## config.mk

```make
export PLATFORM = sky130hd
export DESIGN_NAME = olcc_top
export DESIGN_NICKNAME = d
export VERILOG_FILES = /design/src/core/olcc_pkg.sv /design/src/core/olcc_top.sv /design/src/core/olcc_clamp.sv /design/src/core/olcc_pwm.sv
export SDC_FILE = /design/constraint.sdc
export NUM_CORES = 1
export LEC_CHECK = 0
export BUFFER_PORTS_ARGS = -buffer_cell sky130_fd_sc_hd__clkbuf_2
export CAP_MARGIN = 30
export CORE_ASPECT_RATIO = 0.5
export CORE_MARGIN = 2
export CORE_UTILIZATION = 37
export DETAILED_ROUTE_END_ITERATION = 10
export GPL_TIMING_DRIVEN = 0
export HOLD_SLACK_MARGIN = 0.02
export PLACE_DENSITY_LB_ADDON = 0.08
export SETUP_SLACK_MARGIN = 0.3
export SYNTH_ARGS = -nofsm -noshare
export SYNTH_HDL_FRONTEND = slang
export SYNTH_SLANG_ARGS = --single-unit
```

## constraint.sdc

```tcl
create_clock -name clk_i -period 27.7 [get_ports clk_i]
set_clock_uncertainty 0.1 [all_clocks]
set_input_delay 6.925 -clock clk_i [delete_from_list [all_inputs] [get_ports clk_i]]
set_output_delay 6.925 -clock clk_i [all_outputs]
set_load 0.1 [all_outputs]
```

## src/core/olcc_pkg.sv

```systemverilog
`default_nettype none

package olcc_pkg;

    // ----------------------------------------------------------------
    // Widths and positions
    // ----------------------------------------------------------------
    localparam int OLCC_CODE_W = 26;
    localparam int OLCC_SIGN_POS = 25;
    localparam int OLCC_LIMIT_STEP_POS = 20;

    // ----------------------------------------------------------------
    // Reset values
    // ----------------------------------------------------------------
    localparam logic [31:0] OLCC_CODE_RST = 32'h0000_0000;
    localparam logic [3:0] OLCC_UPPER_RST = 4'hF;
    localparam logic [3:0] OLCC_LOWER_RST = 4'h0;
    localparam logic [1:0] OLCC_DUTY_RST = 2'h0;

    // ----------------------------------------------------------------
    // Limit bases
    // ----------------------------------------------------------------
    localparam logic [25:0] OLCC_UPPER_BASE = 26'h00F_FFFF;
    localparam logic [25:0] OLCC_LOWER_BASE = 26'h300_0000;

    // ----------------------------------------------------------------
    // Timing
    // ----------------------------------------------------------------
    localparam int OLCC_CLK_MHZ = 200;
    localparam int OLCC_MIN_PULSE_NS = 50;
    localparam int OLCC_MIN_PULSE_CYC = (OLCC_MIN_PULSE_NS * OLCC_CLK_MHZ + 999) / 1000;
    localparam int OLCC_PERIOD_CYC = 1000;

    // ----------------------------------------------------------------
    // Duty windows in percent
    // ----------------------------------------------------------------
    typedef enum logic [1:0] {
        OLCC_DUTY_20_80 = 2'b00,
        OLCC_DUTY_15_85 = 2'b01,
        OLCC_DUTY_10_90 = 2'b10,
        OLCC_DUTY_10_90B = 2'b11
    } olcc_duty_t;

    localparam logic [6:0] OLCC_MIN_PCT_20 = 7'h14;
    localparam logic [6:0] OLCC_MIN_PCT_15 = 7'h0F;
    localparam logic [6:0] OLCC_MIN_PCT_10 = 7'h0A;
    localparam logic [6:0] OLCC_FULL_PCT = 7'h64;

    // ----------------------------------------------------------------
    // Carriers
    // ----------------------------------------------------------------
    typedef struct packed {
        logic [31:0] code;
        logic [3:0] upper;
        logic [3:0] lower;
        logic [1:0] duty;
    } olcc_cfg_t;

    typedef struct packed {
        logic [6:0] min_pct;
        logic [6:0] max_pct;
    } olcc_window_t;

endpackage : olcc_pkg

`default_nettype wire

```

## src/core/olcc_top.sv

```systemverilog
// Operation
// RULE1 - Level code is signed two's complement
// RULE2 - Sign at bit 25, bits 31:26 copy
// RULE3 - Code zero gives midscale, zero output
// RULE4 - Output scales linearly with signed code
// RULE5 - Upper limit field caps code maximum
// RULE6 - Lower limit field sets code minimum
// RULE7 - Duty select picks PWM duty window
// RULE8 - Duty select leaves differential relation unchanged
// RULE9 - Pulses below 50 ns are skipped
// RULE10 - Host avoids extreme output levels
// RULE11 - Host writes level code over serial
// RULE12 - Host picks window suited to frequency
// RULE13 - Host holds code 160 us after enable
// RULE14 - Signed compare, out-of-range code replaced
// RULE15 - Disagreeing upper bits are ignored
`timescale 1ns/10ps
`default_nettype none

module olcc_top
    import olcc_pkg::*;
#(
    parameter int PERIOD = OLCC_PERIOD_CYC
)
(
    input wire logic clk_i,
    input wire logic rstn_i,
    input wire logic code_we_i,
    input wire logic [31:0] code_wdata_i,
    input wire logic upper_we_i,
    input wire logic [3:0] upper_wdata_i,
    input wire logic lower_we_i,
    input wire logic [3:0] lower_wdata_i,
    input wire logic duty_we_i,
    input wire logic [1:0] duty_wdata_i,
    input wire logic switching_permit_i,
    output logic [31:0] output_level_code_o,
    output logic [3:0] upper_code_limit_o,
    output logic [3:0] lower_code_limit_o,
    output logic [1:0] duty_range_select_o,
    output logic signed [25:0] setpoint_o,
    output logic signed [29:0] diff_level_o,
    output logic [6:0] duty_min_pct_o,
    output logic [6:0] duty_max_pct_o,
    output logic switched_output_terminal_o,
    output logic signed [29:0] linear_output_terminal_o,
    output logic clamp_active_o,
    output logic pulse_skip_o
);

    // ----------------------------------------------------------------
    // Overview
    // ----------------------------------------------------------------
    // Host writes land in the register set on the strobe edge
    // The clamp works on the stored code, its result registered
    // Differential level is the clamped code times sixteen
    // Linear terminal follows the clamped code times eight
    // PWM duty spans the selected window over the full code range while PERIOD times span is at most 16384
    // Pulses shorter than the minimum are skipped, never shortened
    //
    // Register set
    //   output_level_code  32 bits, bits 31:26 copy bit 25
    //   upper_code_limit   4 bits, maximum code (N+1)*2^20-1
    //   lower_code_limit   4 bits, minimum code N*2^20-2^24
    //   duty_range_select  2 bits, 20/80, 15/85, 10/90 percent
    //
    // Timing in edges after the strobe is sampled
    //   register readback    1
    //   setpoint and levels  2
    //   clamp flag, window   2
    //   PWM duty             first period start after that
    //   writes to several registers in one cycle all land
    //
    // Reset
    //   code zero, widest limits, 20 to 80 percent window
    //   derived levels and window read zero until the first edge
    //   switched terminal low while switching is not permitted
    //
    // Limitations
    //   linear terminal gain does not follow the duty select
    //   PERIOD is a model period; short periods coarsen the duty
    //   duty rounds down, the window ceiling is never quite reached
    //   no read strobe; readback ports always show the registers

    // ----------------------------------------------------------------
    // State
    // ----------------------------------------------------------------
    // One register image holds all state outside the PWM, whose counter and outputs sit in u_pwm
    typedef struct packed {
        // Host registers
        olcc_cfg_t cfg;
        // Clamped code and the levels derived from it
        logic signed [25:0] setpoint;
        logic signed [29:0] diff;
        logic signed [29:0] lin;
        // Window and duty handed to the PWM
        olcc_window_t win;
        logic [15:0] duty_cyc;
        // Clamp engaged
        logic clamp;
    } olcc_top_state_t;

    olcc_top_state_t s_reg;
    olcc_top_state_t s_next;

    // Clamp results
    logic signed [25:0] clamped;
    logic hit_upper;
    logic hit_lower;

    // PWM results
    logic pwm;
    logic skip;

    // Window and duty mapping
    olcc_window_t win;
    logic [6:0] span;
    logic signed [39:0] code_off;
    logic signed [39:0] per_w;
    logic signed [39:0] min_w;
    logic signed [39:0] span_w;
    logic signed [39:0] floor_cyc;
    logic signed [39:0] share_cyc;
    logic signed [39:0] duty_wide;

    // Written code with the sign copied upward
    logic [31:0] code_ext;

    // ----------------------------------------------------------------
    // Clamp and PWM
    // ----------------------------------------------------------------
    // Signed clamp against both limits
    olcc_clamp u_clamp (
        .code_i(s_reg.cfg.code),
        .upper_i(s_reg.cfg.upper),
        .lower_i(s_reg.cfg.lower),
        .clamped_o(clamped),
        .hit_upper_o(hit_upper),
        .hit_lower_o(hit_lower)
    );

    // Switched terminal PWM over one model period
    olcc_pwm #(
        .PERIOD(PERIOD),
        .MIN_PULSE(OLCC_MIN_PULSE_CYC)
    ) u_pwm (
        .clk_i(clk_i),
        .rstn_i(rstn_i),
        .enable_i(switching_permit_i),
        .duty_cyc_i(s_reg.duty_cyc),
        .pwm_o(pwm),
        .skip_o(skip)
    );

    // ----------------------------------------------------------------
    // Duty window
    // ----------------------------------------------------------------

    // Window floor from the select field, ceiling mirrors it
    always_comb begin
        case (olcc_duty_t'(s_reg.cfg.duty))
            OLCC_DUTY_20_80: begin
                win.min_pct = OLCC_MIN_PCT_20; // RULE7
            end
            OLCC_DUTY_15_85: begin
                win.min_pct = OLCC_MIN_PCT_15; // RULE7
            end
            // Both upper select values give the widest window
            OLCC_DUTY_10_90, OLCC_DUTY_10_90B: begin
                win.min_pct = OLCC_MIN_PCT_10; // RULE7
            end
            default: begin
                win.min_pct = OLCC_MIN_PCT_10;
            end
        endcase
        // Symmetric window about half duty
        win.max_pct = OLCC_FULL_PCT - win.min_pct;
        // Usable span between floor and ceiling
        span = win.max_pct - win.min_pct;
    end

    // ----------------------------------------------------------------
    // Duty mapping
    // ----------------------------------------------------------------

    // Code shifted up by half the range, zero at the most negative code
    assign code_off = 40'(clamped + 26'sh100_0000);

    // Operands widened to 40 bits; the code share product overflows once PERIOD times span exceeds 16384
    assign per_w = 40'(signed'(PERIOD));
    assign min_w = 40'(signed'({1'b0, win.min_pct}));
    assign span_w = 40'(signed'({1'b0, span}));

    // Window floor in cycles
    assign floor_cyc = per_w * min_w / 40'sh64;

    // Share of the window span set by the code, midscale at centre
    assign share_cyc = per_w * span_w * code_off / (40'sh64 * 40'sh200_0000);

    // Full signed range maps onto the window only
    assign duty_wide = floor_cyc + share_cyc; // RULE8

    // ----------------------------------------------------------------
    // Sign copy of the written code
    // ----------------------------------------------------------------

    // Bits above the sign take the sign, bits below pass unchanged
    for (genvar g = 0; g < 32; g++) begin : g_code_bit
        if (g > OLCC_SIGN_POS) begin : g_copy
            assign code_ext[g] = code_wdata_i[OLCC_SIGN_POS]; // RULE2
        end else begin : g_keep
            assign code_ext[g] = code_wdata_i[g];
        end
    end

    // ----------------------------------------------------------------
    // Register writes and derived levels
    // ----------------------------------------------------------------
    always_comb begin
        s_next = s_reg;

        // Level code, bits 31:26 rebuilt from bit 25
        if (code_we_i) begin
            s_next.cfg.code = code_ext; // RULE2
        end

        // Upper limit field, used by the next clamp
        if (upper_we_i) begin
            s_next.cfg.upper = upper_wdata_i;
        end

        // Lower limit field, used by the next clamp
        if (lower_we_i) begin
            s_next.cfg.lower = lower_wdata_i;
        end

        // Duty select, window and duty follow one edge later
        if (duty_we_i) begin
            s_next.cfg.duty = duty_wdata_i;
        end

        // Clamped code; zero code gives the midscale setpoint
        s_next.setpoint = clamped; // RULE3

        // Differential level is 16 steps per code, independent of duty select
        s_next.diff = 30'(clamped) <<< 4; // RULE4 RULE8

        // Linear terminal at half the differential gain
        s_next.lin = 30'(clamped) <<< 3; // RULE8

        // Window and duty for the PWM
        s_next.win = win;
        s_next.duty_cyc = duty_wide[15:0];

        // Flag set while either limit replaces the code
        s_next.clamp = hit_upper | hit_lower; // RULE14
    end

    // Register image; reset loads the package values
    always_ff @(posedge clk_i or negedge rstn_i) begin
        if (!rstn_i) begin
            // Host registers
            s_reg.cfg.code <= OLCC_CODE_RST;
            s_reg.cfg.upper <= OLCC_UPPER_RST;
            s_reg.cfg.lower <= OLCC_LOWER_RST;
            s_reg.cfg.duty <= OLCC_DUTY_RST;

            // Derived state cleared
            s_reg.setpoint <= '0;
            s_reg.diff <= '0;
            s_reg.lin <= '0;
            s_reg.win <= '0;
            s_reg.duty_cyc <= '0;
            s_reg.clamp <= 1'b0;
        end else begin
            s_reg <= s_next;
        end
    end

    // ----------------------------------------------------------------
    // Outputs
    // ----------------------------------------------------------------
    // Register readback
    assign output_level_code_o = s_reg.cfg.code;
    assign upper_code_limit_o = s_reg.cfg.upper;
    assign lower_code_limit_o = s_reg.cfg.lower;
    assign duty_range_select_o = s_reg.cfg.duty;

    // Derived levels, all from the same clamped code
    assign setpoint_o = s_reg.setpoint;
    assign diff_level_o = s_reg.diff;
    assign linear_output_terminal_o = s_reg.lin;
    assign clamp_active_o = s_reg.clamp;

    // Duty window in percent
    assign duty_min_pct_o = s_reg.win.min_pct;
    assign duty_max_pct_o = s_reg.win.max_pct;

    // Switched terminal and skip flag straight from the PWM flops
    assign switched_output_terminal_o = pwm;
    assign pulse_skip_o = skip;

endmodule : olcc_top

`default_nettype wire

```

## src/core/olcc_clamp.sv

```systemverilog
`timescale 1ns/10ps
`default_nettype none

// --------------------------------------------------------------------
// Signed clamp of the output level code
// --------------------------------------------------------------------
module olcc_clamp
    import olcc_pkg::*;
(
    input wire logic [31:0] code_i,
    input wire logic [3:0] upper_i,
    input wire logic [3:0] lower_i,
    output logic signed [25:0] clamped_o,
    output logic hit_upper_o,
    output logic hit_lower_o
);

    logic signed [25:0] code_s;
    logic signed [25:0] max_s;
    logic signed [25:0] min_s;

    // Bit 25 is the sign, upper bits ignored
    assign code_s = signed'(code_i[25:0]); // RULE15
    // Limits stepped by 2^20 per field unit
    assign max_s = signed'(OLCC_UPPER_BASE + {2'h0, upper_i, 20'h0_0000}); // RULE5
    assign min_s = signed'(OLCC_LOWER_BASE + {2'h0, lower_i, 20'h0_0000}); // RULE6

    // Signed compare against both limits
    always_comb begin
        hit_upper_o = code_s > max_s; // RULE14
        hit_lower_o = code_s < min_s; // RULE14
        if (hit_upper_o) begin
            clamped_o = max_s;
        end else if (hit_lower_o) begin
            clamped_o = min_s;
        end else begin
            clamped_o = code_s; // RULE1
        end
    end

endmodule : olcc_clamp

`default_nettype wire

```

## src/core/olcc_pwm.sv

```systemverilog
`timescale 1ns/10ps
`default_nettype none

// --------------------------------------------------------------------
// PWM for the switched terminal with pulse skipping
// --------------------------------------------------------------------
module olcc_pwm
    import olcc_pkg::*;
#(
    parameter int PERIOD = OLCC_PERIOD_CYC,
    parameter int MIN_PULSE = OLCC_MIN_PULSE_CYC
)
(
    input wire logic clk_i,
    input wire logic rstn_i,
    input wire logic enable_i,
    input wire logic [15:0] duty_cyc_i,
    output logic pwm_o,
    output logic skip_o
);

    typedef struct packed {
        logic [15:0] cnt;
        logic [15:0] duty;
        logic pwm;
        logic skip;
    } olcc_pwm_state_t;

    olcc_pwm_state_t s_reg;
    olcc_pwm_state_t s_next;

    // Period counter, duty latched at period start, short pulses skipped
    always_comb begin
        s_next = s_reg;
        if (!enable_i) begin
            s_next = '0;
        end else begin
            if (s_reg.cnt == 16'(PERIOD - 1)) begin
                s_next.cnt = 16'h0000;
            end else begin
                s_next.cnt = s_reg.cnt + 16'h0001;
            end
            if (s_reg.cnt == 16'h0000) begin
                s_next.duty = duty_cyc_i;
            end
            s_next.skip = (s_next.duty < 16'(MIN_PULSE)) ||
                          (s_next.duty > 16'(PERIOD - MIN_PULSE)); // RULE9
            if (s_next.duty < 16'(MIN_PULSE)) begin
                s_next.pwm = 1'b0;
            end else if (s_next.duty > 16'(PERIOD - MIN_PULSE)) begin
                s_next.pwm = 1'b1;
            end else begin
                s_next.pwm = s_next.cnt < s_next.duty;
            end
        end
    end

    always_ff @(posedge clk_i or negedge rstn_i) begin
        if (!rstn_i) begin
            s_reg <= '0;
        end else begin
            s_reg <= s_next;
        end
    end

    assign pwm_o = s_reg.pwm;
    assign skip_o = s_reg.skip;

endmodule : olcc_pwm

`default_nettype wire

```

==> results_dict.tcl, run 1 <==
set metrics [dict create \
    cts_tree "done" \
    yosys.area_share.adder 0.379 \
    viasPerCell 4.86 \
    relSlewSlack 0.308 \
    synth-async-reset-ratio 1.00 \
    yosys.area.top_type "fa_1" \
    cp_max_fo 10 \
    synth_cell_types 94 \
    regToRegEndpoint "s_reg[12]" \
    arrival_ns 19.12 \
    netlist_instances 2374 \
    cts_inserted_buffers 17 \
    final_antenna_net_count 0 \
    hold_end "upper_code_limit_o[1]" \
    cp_slowest_cell "dfrtp_1" \
    tns_ns 0 \
    wire_per_inst_um 17.6 \
    vias 16238 \
    wl_mm 58.8 \
    antenna_found_initial 2 \
    avgSynthCellArea_sq_um 8.62 \
    reg2reg_slack_ns 8.81 \
    cts.reportedPaths.clkPinSlew_ns 0.08 \
    fmax_mhz 52.9 \
    diodes 0 \
    crit_type "reg -> reg" \
    max_stage_delay_ns 0.87 \
    synth_warnings 0 \
    maxSlewViolCount 0 \
    grt_pass1_vias 16895 \
    synth_edf_count 0 \
    drt_iter0_markers 952 \
    synth-simple-area-share 0.142 \
    cts_root_buf "clkbuf_16" \
    yosysSeqAreaShare 0.147 \
    yosys_register_bits 120 \
    cpLargestDelayFamily "compound AO/OA/AOI/OAI gates" \
    synth_commonest_cells "inv_1, fa_1, nand2_1" \
    core-area_sq_um 54200 \
    ctsResizeCount 0 \
    synthXorXnorAreaFrac 0.0351 \
    dr.pass1.iters 7 \
    die_x_um 337 \
    synth_area_leaders "fa_1, dfrtp_1, ha_1" \
    place.gp.congestion 0.861 \
    io_pins 194 \
    finalSetupViolations 0 \
    grtUsageTotal 0.216 \
    gr-total-overflow 0 \
    cap_violations 0 \
    cts_setup_buffers 0 \
    drive_gt1_frac 0.162 \
    fin_nets 3080 \
    synth_top_family_by_area "adder cells" \
    clk_latency_ns 0.46 \
    cp-startpoint "duty_range_select_o[0]" \
    initial_utilization 0.378 \
    grt_pass1_wl_mm 95.2 \
    outcome "completed" \
    worst_pin_slew_ns 1.04 \
    largest_reg_flops 32 \
    fp-row-count 60 \
    critPathRequiredTime_ns 27.93 \
    min_path_cells 2 \
    grt_max_degree 68 \
    timing.final.crit_share 0.682 \
    cts_hold_buffers 0 \
    post-dp-hpwl_mm 49.4 \
    clock_path_buffers 2 \
    synthMuxAreaShare 0.0175 \
    hold_start "upper_code_limit_o[1]" \
    path_common_cell "a21oi_1" \
    synth_compound_area_frac 0.126 \
    hold_viol 0 \
    min_period_ns 18.89 \
    timing.rr.start "duty_range_select_o[0]" \
    dieArea_sq_um 57300 \
    drc 0 \
    synthFlopType "dfrtp_1" \
    yosysMostFrequentCell "inv_1" \
    ff2ff_path_depth 61 \
    clkSinkCount 120 \
    syn2layout_area_growth_pct 12.7 \
    dieHeight_um 170 \
    port_buffers 176 \
    cp_num_buf_inv 14 \
    cp-start-kind "flop" \
    synth.top_cell.area_share 0.285 \
    synth.cell_area_sq_um 20500 \
    hold_path.class "reg -> reg" \
    end_kind "flop" \
    cts-htree-levels 4 \
    rsz0062_at_grt "no" \
]
-- routing by layer --
| layer | GRT usage | wire, um | vias up |
|---|---|---|---|
| li1 | - | - | 7874 |
| met1 | 0.318 | 29800 | 8023 |
| met2 | 0.334 | 25600 | 306 |
| met3 | 0.0423 | 2780 | 35 |
| met4 | 0.0311 | 515 | 0 |
| met5 | 0 | 0 | - |
-- kinds of logic (layout without fill, tap and decap cells) --
family,after synthesis,after routing
adders and majority gates,446,446
DFF,120,120
AOI/OAI and AO/OA,374,374
xor gates and xnor gates,82,82
buffers and inverters,691,907
other,2,12
muxes,34,34
and+or+nand+nor,625,625
-- metrics by stage --
step                      worst slack (ns)  utilization  hold WS, ns  std cells  cell area (sq um)
after floorplan                      12.58            -        0.391       2384              20500
after global placement                7.92        0.412        0.432       3304              22300
after detailed placement              9.17        0.414        0.444       3311              22400
after CTS                             9.07        0.425        0.456       3343              23100
after global routing                  7.54        0.425        0.491       3344              23100
final                                 8.81        0.425        0.449       3344              23100
-- worst max path at each step --
stage / end / slack [ns] / depth (start not counted)
final: s_reg[12] / 8.81 / 61
after global routing: s_reg[12] / 7.54 / 61
after CTS: s_reg[12] / 9.07 / 61
after detailed placement: s_reg[12] / 9.17 / 61
after global placement: s_reg[12] / 7.92 / 57
after floorplan: s_reg[12] / 12.58 / 64
-- worst min-delay path: cells and delay by family (launching register included) --
family	cells	cell delay, ns
buf+inv	1	0.08
flops	1	0.38
compound gates	1	0.09
-- cells in the final DEF, fill, tap and decap left out, types with 11 or more instances in the layout --
cell type  instances
a211oi_1          18
a21o_1            29
a21oi_1           94
a31oi_1           14
and2_1            28
buf_4            146
clkbuf_1          49
clkbuf_16         17
clkbuf_2         175
conb_1            12
dfrtp_1          116
fa_1             291
ha_1             153
inv_1            489
mux2_2            11
mux2i_1           22
nand2_1          220
nand2b_1          16
nand3_1           35
nand4_1           22
nor2_1           177
nor2b_1           24
nor3_1            30
nor4_1            12
o211ai_1          12
o21ai_0           68
o21ai_1           11
o21bai_1          12
xnor2_1           61
xor2_1            20
-- final cells by class --
class | instances | area (sq um)
inverters | 490 | 1840
well taps | 744 | 931
multi-input cells | 1573 | 14400
flip-flops and latches | 120 | 3010
fillers | 5632 | 31100
plain buffers | 201 | 1300
repair buffers | 184 | 1000
clock inverters | 15 | 189
clock buffers | 17 | 425
Power of run 1 is not shown: default switching activity piles up to over one toggle a cycle in this logic, so the estimate is an artifact.
==> run 2: changes to the inputs <==
Clock period 27.7 ns to 18.9 ns, I/O delays scaled along.
==> results_dict.tcl, run 2 (synthesis gave the netlist of run 1 again) <==
set metrics [dict create \
    cap_violations 0 \
    fin_ws_ns 1.35 \
    grt_pass1_wl_mm 95.2 \
    viasPerCell 4.86 \
    layout_commonest_cell "inv_1" \
    reg2reg_slack_ns 1.35 \
    grt_max_degree 68 \
    critPathRequiredTime_ns 19.13 \
    cp-start-kind "flop" \
    regToRegEndpoint "s_reg[12]" \
    min_path_cells 2 \
    ff2ff_path_depth 62 \
    arrival_ns 17.78 \
    cp_max_fo 10 \
    fmax_mhz 57.0 \
    clkSinkCount 120 \
    cp-startpoint "duty_range_select_o[0]" \
    dieArea_sq_um 57300 \
    core-area_sq_um 54200 \
    dieHeight_um 170 \
    fp-row-count 60 \
    drt_iter0_markers 1043 \
    hold_end "upper_code_limit_o[1]" \
    hold_path.class "reg -> reg" \
    outcome "completed" \
    grt_pass1_vias 16895 \
    cts-htree-levels 4 \
    worst_pin_slew_ns 0.987 \
    fin_nets 3080 \
    clk_latency_ns 0.46 \
    cts_tree "done" \
    drive_gt1_frac 0.169 \
    wire_per_inst_um 17.5 \
    hold_viol 0 \
    layout_common_cells "inv_1, fa_1, nand2_1" \
    largest_reg_flops 32 \
    dr.pass1.iters 5 \
    place.gp.congestion 0.861 \
    diodes 0 \
    min_period_ns 17.55 \
    cts_setup_buffers 0 \
    initial_utilization 0.378 \
    cp_slowest_cell "a211oi_2" \
    port_buffers 176 \
    n_fill_cell 5627 \
    cts_root_buf "clkbuf_16" \
    io_pins 194 \
    cts.reportedPaths.clkPinSlew_ns 0.08 \
    final_antenna_net_count 0 \
    vias 16249 \
    gr-total-overflow 0 \
    end_kind "flop" \
    timing.final.crit_share 0.929 \
    syn2layout_area_growth_pct 13.1 \
    finalSetupViolations 0 \
    cts_inserted_buffers 17 \
    maxSlewViolCount 0 \
    grtUsageTotal 0.216 \
    wl_mm 58.6 \
    post-dp-hpwl_mm 49.4 \
    drc 0 \
    crit_type "reg -> reg" \
    timing.rr.start "duty_range_select_o[0]" \
    rsz0062_at_grt "no" \
    antenna_found_initial 2 \
    cts_hold_buffers 0 \
    max_stage_delay_ns 0.62 \
    dp_slack_ns 0.371 \
    hold_start "upper_code_limit_o[1]" \
    die_x_um 337 \
    clock_path_buffers 2 \
    relSlewSlack 0.337 \
]
## run 2: cell count changes in the layout (fill, tap and decap cells not counted), moves of 2 or more
cell / delta
a21oi_1: -8
a21oi_2: +8
clkbuf_1: -3
clkbuf_2: +3
dfrtp_1: -2
dfrtp_2: +2
## run 2: layer usage
metal / part of all wire / track usage / up-vias / wire length [um]
met1: 0.50 / 0.318 / 8048 / 29500
met2: 0.44 / 0.334 / 292 / 25600
met4: 0.0084 / 0.0311 / 0 / 491
li1: - / - / 7875 / -
met5: 0 / 0 / - / 0
met3: 0.052 / 0.0423 / 34 / 3060
## run 2: worst max-delay path, delay by kind of cell (launching register included)
family	cells	cell delay, ns
buffers and inverters	14	2.59
flip-flops	1	0.59
AND/OR/NAND/NOR	11	2.81
adder cells (fa/ha/maj)	11	4.54
AO/OA/AOI/OAI	24	6.24
multiplexers	1	0.30
XOR/XNOR	1	0.26
## run 2: cell type report
class / instances / area, sq um / share of cell area
Clock buffer: 17 / 425 / 0.0184
Sequential cell: 120 / 3010 / 0.130
Timing Repair Buffer: 184 / 1000 / 0.0432
Tap cell: 744 / 931 / 0.0402
Inverter: 490 / 1840 / 0.0794
Multi-Input combinational cell: 1573 / 14500 / 0.624
Buffer: 201 / 1300 / 0.0561
Clock inverter: 15 / 189 / 0.00816
## run 2: worst max path at each step
stage	endpoint	slack, ns
floorplan	s_reg[12]	3.78
global placement	s_reg[12]	-0.88
detailed placement	s_reg[12]	0.37
CTS	s_reg[12]	0.35
global route	s_reg[12]	0.31
finish	s_reg[12]	1.35
## run 2: repair_timing
item                       4_1_cts  5_1_grt
gates resized for setup          1       25
hold endpoints to repair         0        0
setup endpoints to repair        1       11
## run 2: through the flow
step | instances | utilization | setup TNS (ns) | instance area (sq um) | hold slack, ns
2_1_floorplan | 2384 | - | 0 | 20500 | 0.391
3_3_place_gp | 3304 | 0.412 | -4.25 | 22300 | 0.432
3_5_place_dp | 3311 | 0.414 | 0 | 22400 | 0.444
4_1_cts | 3343 | 0.425 | 0 | 23100 | 0.456
5_1_grt | 3344 | 0.427 | 0 | 23200 | 0.491
6_report | 3344 | 0.427 | 0 | 23200 | 0.448
Power of run 2 is left out for the same reason.
==> run 3: changes to the inputs <==
Settings changed: CELL_PAD_IN_SITES_DETAIL_PLACEMENT set to 1, CELL_PAD_IN_SITES_GLOBAL_PLACEMENT set to 1, CORE_UTILIZATION 37 to 48.
==> results_dict.tcl, run 3 (synthesis gave the netlist of run 1 again) <==
set metrics [dict create \
    viasPerCell 5.33 \
    max_stage_delay_ns 0.60 \
    gr-total-overflow 0 \
    dieHeight_um 150 \
    cp_num_buf_inv 12 \
    cp-start-kind "flop" \
    layout_common_cells "inv_1, fa_1, nand2_1" \
    cpLargestDelayFamily "compound AO/OA/AOI/OAI gates" \
    crit_type "reg -> reg" \
    seq_area_sq_um 3010 \
    place.gp.congestion 0.867 \
    cts_hold_buffers 0 \
    cts_root_buf "clkbuf_16" \
    hold_viol 0 \
    cp_max_fo 10 \
    grt_max_degree 74 \
    maxSlewViolCount 0 \
    final_antenna_net_count 0 \
    n_fill_cell 5143 \
    timing.final.crit_share 0.928 \
    finalSetupViolations 0 \
    layout_commonest_cell "inv_1" \
    diodes 0 \
    core-area_sq_um 42000 \
    largest_reg_flops 32 \
    drive_gt1_frac 0.176 \
    clock_path_buffers 2 \
    grt_pass1_wl_mm 99.1 \
    antenna_found_initial 1 \
    grt_pass1_vias 18234 \
    ff2ff_path_depth 60 \
    die_x_um 296 \
    clkSinkCount 120 \
    cts_inserted_buffers 17 \
    hold-worst-slack_ns 0.434 \
    outcome "completed" \
    multiInputGateArea_sq_um 14600 \
    wl_mm 62.2 \
    syn2layout_area_growth_pct 12.8 \
    min_path_cells 2 \
    min_period_ns 17.53 \
    drc 0 \
    cap_violations 0 \
    grtUsageTotal 0.292 \
    wire_per_inst_um 19.6 \
    vias 16949 \
    port_buffers 176 \
    relSlewSlack 0.303 \
    clk_latency_ns 0.47 \
    hold_path.class "reg -> reg" \
    path_common_cell "a21oi_1" \
    cts.reportedPaths.clkPinSlew_ns 0.07 \
    fin_nets 3083 \
    critPathRequiredTime_ns 19.15 \
    fp-row-count 53 \
    cts_tree "done" \
    dr.pass1.iters 5 \
    worst_pin_slew_ns 1.04 \
    io_pins 194 \
    cp_num_cells 60 \
    end_kind "flop" \
    cp_slowest_cell "dfrtp_1" \
    post-dp-hpwl_mm 52.0 \
    fmax_mhz 57.0 \
    initial_utilization 0.487 \
    drt_iter0_markers 859 \
    dieArea_sq_um 44400 \
    rsz0062_at_grt "no" \
    cts-htree-levels 4 \
    arrival_ns 17.78 \
]
[run 3: cell count changes in the layout (fill, tap and decap cells not counted), moves of 3 or more]
| cell | previous run | this run |
|---|---|---|
| clkbuf_2 | 178 | 183 |
| clkbuf_1 | 46 | 43 |
| a21oi_2 | 11 | 14 |
| a21oi_4 | 0 | 6 |
| a21oi_1 | 86 | 77 |
[run 3: what timing repair did]
item	4_1_cts	5_1_grt
resized for setup	0	56
setup buffers	0	2
endpoints found under the setup margin	0	10
[run 3: path summary, 6_finish.rpt]
path / start / to / slack [ns]
min in group asynchronous: rstn_i / u_pwm.s_reg[27] / 4.12
hold / removal: upper_code_limit_o[1] / upper_code_limit_o[1] / 0.43
setup reg to reg: duty_range_select_o[0] / s_reg[12] / 1.37
hold reg to reg: upper_code_limit_o[1] / upper_code_limit_o[1] / 0.43
max in group asynchronous: rstn_i / upper_code_limit_o[0] / 13.78
setup / recovery: duty_range_select_o[0] / s_reg[12] / 1.37
[run 3: worst min-delay path, cell delays in order (launching register included)]
cell and delay, ns:
dfstp_2 0.38, inv_1 0.07, o21ai_0 0.08
[run 3: final cells by class]
class	count	area share
well taps	577	0.0313
multi-input cells	1573	0.632
repair buffers	187	0.0441
clock buffers	20	0.0193
clock inverters	12	0.00710
inverters	490	0.0797
plain buffers	201	0.0566
flip-flops and latches	120	0.130
[run 3: stage by stage]
| step | setup slack (ns) | setup TNS (ns) | util | cells | instance area, sq um |
|---|---|---|---|---|---|
| after floorplan | 3.78 | 0 | - | 2384 | 20500 |
| after global placement | -0.568 | -1.87 | 0.526 | 3137 | 22100 |
| after detailed placement | 0.531 | 0 | 0.529 | 3144 | 22200 |
| after CTS | 0.459 | 0 | 0.543 | 3176 | 22800 |
| after global routing | 0.312 | 0 | 0.549 | 3180 | 23100 |
| final | 1.37 | 0 | 0.549 | 3180 | 23100 |
[run 3: metal layers]
metal | wire length, um | global-route usage
met5 | 0 | 0
met4 | 908 | 0.0649
met3 | 3780 | 0.0674
met2 | 28400 | 0.469
met1 | 29200 | 0.403
Power of run 3 is left out for the same reason.
